## src/rtl/pgm_pkg.sv

```systemverilog
/*
 * Shared constants, carrier types and pin-packing helpers for the
 * general-purpose clocked parallel port.
 * Assumes a single core clock domain and a synchronous reset.
 */
`default_nettype none

package pgm_pkg;

   // =====================================================================
   // constants
   // =====================================================================
   localparam int unsigned PGM_PINS         = 30;
   localparam int unsigned PGM_ADDR_W       = 20;
   localparam int unsigned PGM_DIV_W        = 16;
   localparam int unsigned PGM_FIFO_DEPTH   = 32;
   localparam logic [3:0]  PGM_MODE_GENERAL = 4'h0;
   localparam logic [4:0]  PGM_FRAME_MIN    = 5'h01;
   localparam logic [4:0]  PGM_FRAME_MAX    = 5'h1e;
   localparam logic [1:0]  PGM_SPLIT_D8     = 2'h0;
   localparam logic [1:0]  PGM_SPLIT_D16    = 2'h1;
   localparam logic [1:0]  PGM_SPLIT_D24    = 2'h2;
   localparam logic [1:0]  PGM_SPLIT_D30    = 2'h3;
   localparam logic [15:0] PGM_CNT_RESET    = 16'h0000;
   localparam logic [4:0]  PGM_LEFT_RESET   = 5'h00;
   localparam logic [29:0] PGM_PINS_RESET   = 30'h00000000;

   // =====================================================================
   // carriers
   // =====================================================================
   typedef struct packed {
      logic        write;
      logic [19:0] addr;
      logic [29:0] data;
   } pgm_req_t;

   typedef struct packed {
      logic [3:0]  port_operating_mode_field;
      logic [1:0]  split;
      logic [4:0]  frame_len;
      logic [15:0] baud_div;
      logic        clk_free;
   } pgm_cfg_t;

   // =====================================================================
   // width split decoding
   // =====================================================================
   function automatic logic [4:0] pgm_data_width(input logic [1:0] split);
      case (split)
         PGM_SPLIT_D8:  pgm_data_width = 5'h08;
         PGM_SPLIT_D16: pgm_data_width = 5'h10;
         PGM_SPLIT_D24: pgm_data_width = 5'h18;
         default:       pgm_data_width = 5'h1e;
      endcase
   endfunction : pgm_data_width

   function automatic logic [29:0] pgm_data_mask(input logic [1:0] split);
      case (split)
         PGM_SPLIT_D8:  pgm_data_mask = 30'h000000ff;
         PGM_SPLIT_D16: pgm_data_mask = 30'h0000ffff;
         PGM_SPLIT_D24: pgm_data_mask = 30'h00ffffff;
         default:       pgm_data_mask = 30'h3fffffff;
      endcase
   endfunction : pgm_data_mask

   function automatic logic [29:0] pgm_addr_mask(input logic [1:0] split);
      case (split)
         PGM_SPLIT_D8:  pgm_addr_mask = 30'h0fffff00;
         PGM_SPLIT_D16: pgm_addr_mask = 30'h0fff0000;
         PGM_SPLIT_D24: pgm_addr_mask = 30'h0f000000;
         default:       pgm_addr_mask = 30'h00000000;
      endcase
   endfunction : pgm_addr_mask

   // data from pin 0 upward, address directly above it
   function automatic logic [29:0] pgm_pack(input logic [1:0]  split,
                                            input logic [29:0] data,
                                            input logic [19:0] addr);
      logic [29:0] wide;
      wide     = {10'h000, addr} << pgm_data_width(split);
      pgm_pack = (data & pgm_data_mask(split)) | (wide & pgm_addr_mask(split));
   endfunction : pgm_pack

endpackage : pgm_pkg

`default_nettype wire

```

## src/rtl/pgm_clkdiv.sv

```systemverilog
/*
 * Baud divider that makes the interface clock and the launch pulse.
 * Assumes run is held until a launch with the clock low when gating.
 */
`timescale 1ns/100ps
`default_nettype none

module pgm_clkdiv (
   input  wire logic        core_clk,
   input  wire logic        reset,
   input  wire logic        run,
   input  wire logic [15:0] div,
   output logic             clk_level,
   output logic             launch
);

   logic        started;
   logic [15:0] cnt;
   logic        rise;

   // each half period lasts div+1 core cycles; launch is the falling edge
   assign launch = run & (!started | (clk_level & (cnt == div)));
   assign rise   = run & started & !clk_level & (cnt == div);

   // =====================================================================
   // divider state
   // =====================================================================
   always_ff @(posedge core_clk) begin
      if (reset | !run) begin
         started <= 1'b0;
      end else begin
         started <= 1'b1;
      end
   end

   always_ff @(posedge core_clk) begin
      if (reset | !run | launch | rise) begin
         cnt <= pgm_pkg::PGM_CNT_RESET;
      end else begin
         cnt <= cnt + 16'h0001;
      end
   end

   always_ff @(posedge core_clk) begin
      if (reset | !run) begin
         clk_level <= 1'b0;
      end else if (rise) begin
         clk_level <= 1'b1;
      end else if (launch) begin
         clk_level <= 1'b0;
      end
   end

   property p_half_period;
      @(posedge core_clk) disable iff (reset)
      run && $past(run) && $changed(clk_level) |-> $past(cnt) == $past(div);
   endproperty
   a_half_period: assert property (p_half_period)
      else $error("interface clock half period differs from baud setting");

endmodule : pgm_clkdiv

`default_nettype wire

```

## src/rtl/pgm_fifo.sv

```systemverilog
/*
 * Request FIFO with a registered, show-ahead output stage.
 * Assumes one clock and a synchronous active-high reset.
 */
`timescale 1ns/100ps
`default_nettype none

module pgm_fifo #(
   parameter int unsigned WIDTH = 51,
   parameter int unsigned DEPTH = pgm_pkg::PGM_FIFO_DEPTH
) (
   input  wire logic             core_clk,
   input  wire logic             reset,
   input  wire logic             in_valid,
   output logic                  in_ready,
   input  wire logic [WIDTH-1:0] in_data,
   output logic                  out_valid,
   input  wire logic             out_ready,
   output logic      [WIDTH-1:0] out_data
);

   localparam int unsigned AW = $clog2(DEPTH);

   logic [WIDTH-1:0] mem [DEPTH];
   logic [AW-1:0]    wr_ptr;
   logic [AW-1:0]    rd_ptr;
   logic [AW:0]      count;
   logic             push;
   logic             load;

   assign in_ready = count < (AW+1)'(DEPTH);
   assign push     = in_valid & in_ready;
   // refill the output register when it empties or is taken
   assign load     = (!out_valid | out_ready) & (count != '0);

   // =====================================================================
   // storage
   // =====================================================================
   always_ff @(posedge core_clk) begin
      if (push) begin
         mem[wr_ptr] <= in_data;
      end
   end

   always_ff @(posedge core_clk) begin
      if (reset) begin
         wr_ptr <= '0;
         rd_ptr <= '0;
      end else begin
         if (push) begin
            wr_ptr <= (wr_ptr == AW'(DEPTH-1)) ? '0 : wr_ptr + AW'(1);
         end
         if (load) begin
            rd_ptr <= (rd_ptr == AW'(DEPTH-1)) ? '0 : rd_ptr + AW'(1);
         end
      end
   end

   always_ff @(posedge core_clk) begin
      if (reset) begin
         count <= '0;
      end else begin
         count <= count + (AW+1)'(push) - (AW+1)'(load);
      end
   end

   // =====================================================================
   // output register
   // =====================================================================
   always_ff @(posedge core_clk) begin
      if (reset) begin
         out_valid <= 1'b0;
         out_data  <= '0;
      end else if (load) begin
         out_valid <= 1'b1;
         out_data  <= mem[rd_ptr];
      end else if (out_ready) begin
         out_valid <= 1'b0;
      end
   end

endmodule : pgm_fifo

`default_nettype wire

```

## src/rtl/pgm_port.sv

```systemverilog
/*
 * External parallel port, general-purpose clocked mode: pops queued
 * requests, drives the shared lines, the strobes, frame and the clock.
 * Assumes the slave answers reads on the shared lines within a period.
 */
`timescale 1ns/100ps
`default_nettype none

// Notes on behaviour
// - The port runs only while the operating mode field holds zero.
// - A frame output groups consecutive transfers into one frame.
// - Frame length is programmable from 1 to 30 interface clocks.
// - A dedicated interface clock output times each transfer.
// - The interface clock comes from a programmable baud divider.
// - The interface clock runs either gated or free-running.
// - Gated clock toggles only around transfers, marking start and stop.
module pgm_port #(
   parameter int unsigned FIFO_DEPTH = pgm_pkg::PGM_FIFO_DEPTH
) (
   input  wire logic             core_clk,
   input  wire logic             reset,
   input  wire pgm_pkg::pgm_cfg_t cfg,
   input  wire logic             req_valid,
   output logic                  req_ready,
   input  wire pgm_pkg::pgm_req_t req,
   output logic                  rsp_valid,
   output logic           [29:0] rsp_data,
   output logic                  busy,
   input  wire logic      [29:0] sig_in,
   output logic           [29:0] sig_out,
   output logic           [29:0] sig_oe,
   output logic                  wr_strobe,
   output logic                  rd_strobe,
   output logic                  frame,
   output logic                  iface_clk
);

   typedef enum logic {
      FR_IDLE,
      FR_OPEN
   } pgm_frame_t;

   pgm_frame_t        fstate;
   pgm_pkg::pgm_req_t head;
   logic              q_valid;
   logic              pop;
   logic              mode_ok;
   logic              run;
   logic              launch;
   logic              xfer_on;
   logic [4:0]        left;
   logic [4:0]        len_eff;
   logic [29:0]       sync1;
   logic [29:0]       sync2;

   // =====================================================================
   // request queue
   // =====================================================================
   pgm_fifo #(
      .WIDTH ($bits(pgm_pkg::pgm_req_t)),
      .DEPTH (FIFO_DEPTH)
   ) u_fifo (
      .core_clk  (core_clk),
      .reset     (reset),
      .in_valid  (req_valid),
      .in_ready  (req_ready),
      .in_data   (req),
      .out_valid (q_valid),
      .out_ready (pop),
      .out_data  (head)
   );

   // =====================================================================
   // mode and clocking
   // =====================================================================
   // general mode gate
   assign mode_ok = cfg.port_operating_mode_field == pgm_pkg::PGM_MODE_GENERAL;

   // gated clock runs only while work or a frame is pending
   assign run  = mode_ok & (cfg.clk_free | q_valid | (fstate == FR_OPEN) | xfer_on);
   assign busy = run & !cfg.clk_free;

   pgm_clkdiv u_div (
      .core_clk  (core_clk),
      .reset     (reset),
      .run       (run),
      .div       (cfg.baud_div),
      .clk_level (iface_clk),
      .launch    (launch)
   );

   // clamp length into the legal span
   assign len_eff = (cfg.frame_len < pgm_pkg::PGM_FRAME_MIN) ? pgm_pkg::PGM_FRAME_MIN :
                    (cfg.frame_len > pgm_pkg::PGM_FRAME_MAX) ? pgm_pkg::PGM_FRAME_MAX :
                    cfg.frame_len;

   // no transfer in the period after a frame closes, so frames stay apart
   assign pop = launch & q_valid &
                ((fstate == FR_IDLE) | ((fstate == FR_OPEN) & (left != 5'h00)));

   // =====================================================================
   // framing
   // =====================================================================
   // frame strobe spans len_eff interface clocks
   always_ff @(posedge core_clk) begin
      if (reset | !mode_ok) begin
         fstate <= FR_IDLE;
         frame  <= 1'b0;
         left   <= pgm_pkg::PGM_LEFT_RESET;
      end else if (launch) begin
         case (fstate)
            FR_IDLE: begin
               if (q_valid) begin
                  fstate <= FR_OPEN;
                  frame  <= 1'b1;
                  left   <= len_eff - 5'h01;
               end
            end
            FR_OPEN: begin
               if (left == 5'h00) begin
                  fstate <= FR_IDLE;
                  frame  <= 1'b0;
               end else begin
                  left <= left - 5'h01;
               end
            end
            default: begin
               fstate <= FR_IDLE;
               frame  <= 1'b0;
            end
         endcase
      end
   end

   // =====================================================================
   // transfer strobes and pins
   // =====================================================================
   // drive enables follow the width split
   always_ff @(posedge core_clk) begin
      if (reset | !mode_ok) begin
         wr_strobe <= 1'b0;
         rd_strobe <= 1'b0;
         xfer_on   <= 1'b0;
         sig_oe    <= pgm_pkg::PGM_PINS_RESET;
      end else if (launch) begin
         wr_strobe <= pop & head.write;
         rd_strobe <= pop & !head.write;
         xfer_on   <= pop;
         if (!pop) begin
            sig_oe <= pgm_pkg::PGM_PINS_RESET;
         end else if (head.write) begin
            sig_oe <= pgm_pkg::pgm_data_mask(cfg.split) | pgm_pkg::pgm_addr_mask(cfg.split);
         end else begin
            sig_oe <= pgm_pkg::pgm_addr_mask(cfg.split);
         end
      end
   end

   always_ff @(posedge core_clk) begin
      if (reset) begin
         sig_out <= pgm_pkg::PGM_PINS_RESET;
      end else if (pop) begin
         sig_out <= pgm_pkg::pgm_pack(cfg.split, head.data, head.addr);
      end
   end

   // =====================================================================
   // read return
   // =====================================================================
   always_ff @(posedge core_clk) begin
      if (reset) begin
         sync1 <= pgm_pkg::PGM_PINS_RESET;
         sync2 <= pgm_pkg::PGM_PINS_RESET;
      end else begin
         sync1 <= sig_in;
         sync2 <= sync1;
      end
   end

   // read data taken at the end of its period; synchroniser adds two cycles
   always_ff @(posedge core_clk) begin
      if (reset) begin
         rsp_valid <= 1'b0;
         rsp_data  <= pgm_pkg::PGM_PINS_RESET;
      end else begin
         rsp_valid <= launch & rd_strobe & mode_ok;
         if (launch & rd_strobe) begin
            rsp_data <= sync2 & pgm_pkg::pgm_data_mask(cfg.split);
         end
      end
   end

   // =====================================================================
   // checks
   // =====================================================================
   logic [4:0]  fr_seen;
   logic [16:0] still_cnt;
   logic        clk_prev;

   always_ff @(posedge core_clk) begin
      if (reset | !frame) begin
         fr_seen <= 5'h00;
      end else if (launch) begin
         fr_seen <= fr_seen + 5'h01;
      end
   end

   always_ff @(posedge core_clk) begin
      if (reset) begin
         clk_prev  <= 1'b0;
         still_cnt <= 17'h00000;
      end else begin
         clk_prev  <= iface_clk;
         still_cnt <= (!(cfg.clk_free & mode_ok) | (iface_clk != clk_prev)) ? 17'h00000
                      : still_cnt + 17'h00001;
      end
   end

   property p_mode_off;
      @(posedge core_clk) disable iff (reset)
      !mode_ok |=> !wr_strobe && !rd_strobe && !frame && sig_oe == '0;
   endproperty
   a_mode_off: assert property (p_mode_off)
      else $error("port active outside general mode");

   property p_strobe_in_frame;
      @(posedge core_clk) disable iff (reset)
      wr_strobe || rd_strobe |-> frame;
   endproperty
   a_strobe_in_frame: assert property (p_strobe_in_frame)
      else $error("transfer strobe outside a frame");

   property p_frame_len;
      @(posedge core_clk) disable iff (reset)
      $stable(cfg.frame_len) |-> fr_seen <= len_eff;
   endproperty
   a_frame_len: assert property (p_frame_len)
      else $error("frame longer than programmed length");

   property p_clk_idle_low;
      @(posedge core_clk) disable iff (reset)
      !run |=> !iface_clk;
   endproperty
   a_clk_idle_low: assert property (p_clk_idle_low)
      else $error("interface clock high while divider stopped");

   property p_free_runs;
      @(posedge core_clk) disable iff (reset)
      cfg.clk_free && mode_ok && $stable(cfg.baud_div) |-> still_cnt <= {1'b0, cfg.baud_div} + 17'h00002;
   endproperty
   a_free_runs: assert property (p_free_runs)
      else $error("free-running interface clock stalled");

   property p_gated_stop;
      @(posedge core_clk) disable iff (reset)
      (mode_ok && !cfg.clk_free && !q_valid && !frame && !xfer_on) [*2] |-> !iface_clk;
   endproperty
   a_gated_stop: assert property (p_gated_stop)
      else $error("gated interface clock toggling without traffic");

   property p_oe_split;
      @(posedge core_clk) disable iff (reset)
      pop |=> sig_oe == (($past(head.write) ? pgm_pkg::pgm_data_mask($past(cfg.split)) : 30'h0)
                         | pgm_pkg::pgm_addr_mask($past(cfg.split)));
   endproperty
   a_oe_split: assert property (p_oe_split)
      else $error("line enables do not match width split");

   property p_pack;
      @(posedge core_clk) disable iff (reset)
      pop |=> (sig_out & pgm_pkg::pgm_data_mask($past(cfg.split)))
              == ($past(head.data) & pgm_pkg::pgm_data_mask($past(cfg.split)));
   endproperty
   a_pack: assert property (p_pack)
      else $error("data not on the lowest lines");

   property p_rsp_masked;
      @(posedge core_clk) disable iff (reset)
      rsp_valid |-> (rsp_data & ~pgm_pkg::pgm_data_mask(cfg.split)) == '0;
   endproperty
   a_rsp_masked: assert property (p_rsp_masked)
      else $error("read data beyond data width");

   c_write: cover property (@(posedge core_clk) disable iff (reset) $rose(wr_strobe));
   c_read:  cover property (@(posedge core_clk) disable iff (reset) rsp_valid);
   c_frame_end: cover property (@(posedge core_clk) disable iff (reset) $fell(frame) && q_valid);
   c_free:  cover property (@(posedge core_clk) disable iff (reset) cfg.clk_free && $rose(iface_clk));

endmodule : pgm_port

`default_nettype wire
```

## config.mk

```make
export PLATFORM = sky130hd
export DESIGN_NAME = pgm_port
export DESIGN_NICKNAME = d
export VERILOG_FILES = /design/src/rtl/pgm_pkg.sv /design/src/rtl/pgm_clkdiv.sv /design/src/rtl/pgm_fifo.sv /design/src/rtl/pgm_port.sv
export SDC_FILE = /design/constraint.sdc
export NUM_CORES = 2
export LEC_CHECK = 0
export ABC_AREA = 1
export BUFFER_PORTS_ARGS = -buffer_cell sky130_fd_sc_hd__buf_2
export CAP_MARGIN = 20
export CORE_MARGIN = 5
export CORE_UTILIZATION = 69
export CTS_BUF_LIST = sky130_fd_sc_hd__clkbuf_2
export DETAILED_ROUTE_END_ITERATION = 7
export PLACE_DENSITY_LB_ADDON = 0.2
export SLEW_MARGIN = 25
export SYNTH_ARGS = -nofsm -noshare
export SYNTH_HDL_FRONTEND = slang
export SYNTH_SLANG_ARGS = --single-unit
```

## constraint.sdc

```tcl
create_clock -name core_clk -period 6.31 [get_ports core_clk]
set_input_delay 0.631 -clock core_clk [delete_from_list [all_inputs] [get_ports core_clk]]
set_output_delay 0.631 -clock core_clk [all_outputs]
set_load 0.02 [all_outputs]
```

==> key figures <==
Synth
  • Post-synthesis area per instance: ~11 um^2
  • Synth Instances: ~6600
  • Multiplexer area fraction after synthesis: 0.000133
  • Most common cell in the synthesized netlist: nor2_1
  • Syn nets: 6770
  • Ys flop type: edfxtp_1
  • Synth top area cells: edfxtp_1 (65%), nor2_1 (8.2%), dfxtp_1 (5.9%), o21ai_0 (3.3%), nand2_1 (3.3%)
  • Synth Register Bits: approximately 1900
  • Asr flop ratio synth: 0
  • Post-synth cell types: 42
  • Largest family of logic cells by synthesized area: simple AND/OR/NAND/NOR gates
  • Area leader, netlist: edfxtp_1
  • Simple-gate share of the synthesized area: 0.152
  • Post-synth top area share: 0.654
  • Adder-cell share of the synthesized area: 0.00310
  • Compound-Gate Fraction of Synth Area: 0.0848
  • Commonest cells in the netlist: nor2_1 (1635), edfxtp_1 (1632), nand2_1 (651)
  • Mapped Area: approximately 75000 um^2
  • EDFF count, synth: ~1600
  • Syn. warnings: 0
  • Xor/xnor share of the synthesized area: 0.000934
  • Post-synthesis sequential area ratio: 0.713

Timing
  • Unrepaired setup endpoints after global routing: false
  • Fmax: between 150 and 200 MHz
  • Fin crit share: 0.951
  • Max-slew violation count: 0
  • Layout Skew: roughly 0.2 ns
  • Final hold violation count: 0
  • Final hold slack: around 0.14 ns
  • Slew @ Worst Pin: 1.15 ns
  • Final min period: ~6 ns
  • Setup ws final: 0.310 ns
  • Final setup TNS: 0 ns
  • Rel. slew slack: 0.231
  • Final setup vio count: 0

Floorplan
  • Starting Density: 0.692
  • Die ar.: ~120000 um^2
  • Die W: between 300 and 400 um
  • I/O pin cnt: between 200 and 250
  • Die height: ~340 um
  • Core Rows: roughly 120
  • Core box area: around 110000 um^2

Worst setup path
  • Worst Path Max Fanout: 33
  • Worst r2r dst: rsp_data[17]
  • Crit path buf inv count: 7
  • CP startpoint: u_div.cnt[12]
  • Critical path's largest stage delay: approximately 0.8 ns
  • Reg2reg path depth: 18
  • CP most frequent cell: nand2_1
  • Startpoint types: flip-flop
  • Slowest-stage cell, CP: nand2_1
  • Critical Path RT: around 7.8 ns
  • Crit-path cells: inv_1 > nand2_1 > nand2_1 > nor2_1 > dlygate4sd3_1 > nand2_1 > dlygate4sd3_1 > nor2_1 > dlygate4sd3_1 > nand2_1 > dlygate4sd3_1 > nand2_1 > nand2_2 > inv_2 > nand2_1 > nand2_1 > a21oi_1 > dlygate4sd3_1
  • WP depth: 18
  • Critical Path Sink Type: flip-flop
  • Worst EP arrival: 7.52 ns
  • Critical path endpoint: rsp_data[17]
  • Crit path max-delay family: buffers and inverters
  • Reg-to-Reg Start: u_div.cnt[12]
  • Kind of critical path: flip-flop to flip-flop
  • R2R Setup Slk: between 0.3 and 0.4 ns

Routing
  • DRC Markers: 0
  • DR pass1 iterations: 6
  • Detail Route Antenna Nets: 0
  • Drt initial violations: between 7000 and 8000
  • Vias per std cell: slightly above 6
  • Total Wirelength: about 210 mm
  • Post-DR wirelength/cell: between 20 and 25 um
  • Vias: roughly 55000

GRT
  • Initial antenna violation count: 9
  • Global-route usage over all layers: 0.351
  • First-pass GRT wire length: 310 mm
  • Largest net degree at the start of global routing: 197
  • Vias in the first global route: about 53000
  • Gr ovfl total: 0

Hold path
  • Worst min-delay path category: input pin to flip-flop

Power
  • Reg power frac: 0.435
  • Sw Ratio: 0.396
  • Switching Power: 0.0128 W
  • Int Pwr: 0.0195 W
  • Pwr per Cell Area: 390 nW/um^2
  • Gate power share: 0.339
  • Clock power frac: 0.226
  • Maximum vdd drop: approximately 0.00027 V
  • P_leak: between 30 and 40 nW

Layout
  • Final nets: 7324
  • Fin util: 0.764
  • Fraction of layout cells with a size suffix above 1: 0.137
  • Final non-filler cell total: approximately 8900
  • Layout area overhead: 10.5%

Clock tree
  • Post-CTS Setup Inserts: 0
  • Root Driver: clkbuf_2
  • Total CTS buffers: around 440
  • CTS tree: yes
  • Clk_lat worst skew: 1.70 ns
  • # H-tree levels: 5
  • Worst-path clk slew: 0.13 ns
  • Bufs on Longest Clock Path: 4
  • Clock Sink Count: around 1900

Placed design
  • Hpwl dp: approximately 100 mm
  • Dpl cells: 7905
  • Gpl congestion: roughly 0.9
  • Pre-CTS setup slack: between 2 and 3 ns
  • Port bufs: about 210

Job
  • Max_cap viols: 0

Status
  • Outcome: finished, final reports clean
[layout make-up]
cell class,instances,area (um^2)
multi-input combinational,4072,18300
tap,1414,1770
timing repair buffer,559,4550
inverter,266,1040
clock buffer,631,3160
antenna,5,12.5
fill,6825,25500
clock inverter,128,571
sequential,1853,53500
[power groups by stage]
stage | clock network [W] | registers, W | logic [W]
4_1_cts | 0.00736 | 0.0140 | 0.0107
5_1_grt | 0.00811 | 0.0141 | 0.0120
6_report | 0.00730 | 0.0141 | 0.0109
3_5_place_dp | 0 | 0.0143 | 0.0105
3_3_place_gp | 0 | 0.0143 | 0.0103
2_1_floorplan | 0 | 0.0141 | 0.00753
[routing by layer]
metal / wire, um / vias up / GRT usage
met5: 119 / - / 0
met4: 8750 / 10 / 0.148
met3: 27000 / 636 / 0.0922
met2: 96300 / 3968 / 0.550
met1: 73900 / 25700 / 0.475
li1: - / 24400 / -
[worst min-delay path: stages]
cell	delay (ns)
dlygate4sd3_1	0.54
buf_2	0.13
buf_2	0.30
[cells in the final DEF (no fill, tap or decap), types with 32 or more instances in the layout]
cell           count
edfxtp_1        1632
nor2_1          1603
nand2_1          651
clkbuf_2         633
o21ai_0          489
nand3_1          467
o21ai_1          383
inv_1            254
a21oi_1          246
dlygate4sd3_1    234
buf_2            225
dfxtp_1          216
clkinv_1         109
o211ai_1          88
buf_4             71
nor2_4            32
[sequential cells by signal, summed over array words and instances, names as in the netlist, 6 cells and up]
name,cells
u_fifo.mem,1632
sig_out,30
rsp_data,30
sync2,30
u_div.cnt,16
u_fifo.count,6
sync1,30
u_fifo.out_data,51
[cell families after synthesis]
group,count (synthesis)
buffers and inverters,715
XOR/XNOR,8
adder cells (fa/ha/maj),18
AND/OR/NAND/NOR,2825
multiplexers,1
flip-flops,1853
AO/OA/AOI/OAI,1220
[timing repair]
| item | 4_1_cts | 5_1_grt |
|---|---|---|
| gates resized for setup | 0 | 0 |
| hold buffers | 255 | 0 |
| hold endpoints to repair | 1792 | 0 |
[worst min-delay path by stage]
stage,slack [ns],cells after the start,startpoint,to
after CTS,0.003,2,req[12],u_fifo.mem[8][12]
after detailed placement,0.39,2,sync1[18],sync2[18]
after global routing,0.04,3,req[41],u_fifo.mem[29][41]
final,0.14,3,req[39],u_fifo.mem[28][39]
after global placement,0.39,2,sync1[9],sync2[9]
after floorplan,0.39,2,sync1[0],sync2[0]
[through the flow]
step	total power (W)	instance area (um^2)
floorplan	0.0216	75000
global placement	0.0246	76500
detailed placement	0.0248	76600
CTS	0.0321	82800
global route	0.0341	82900
finish	0.0323	82900
Note: power is estimated with default switching activity, not from simulation.
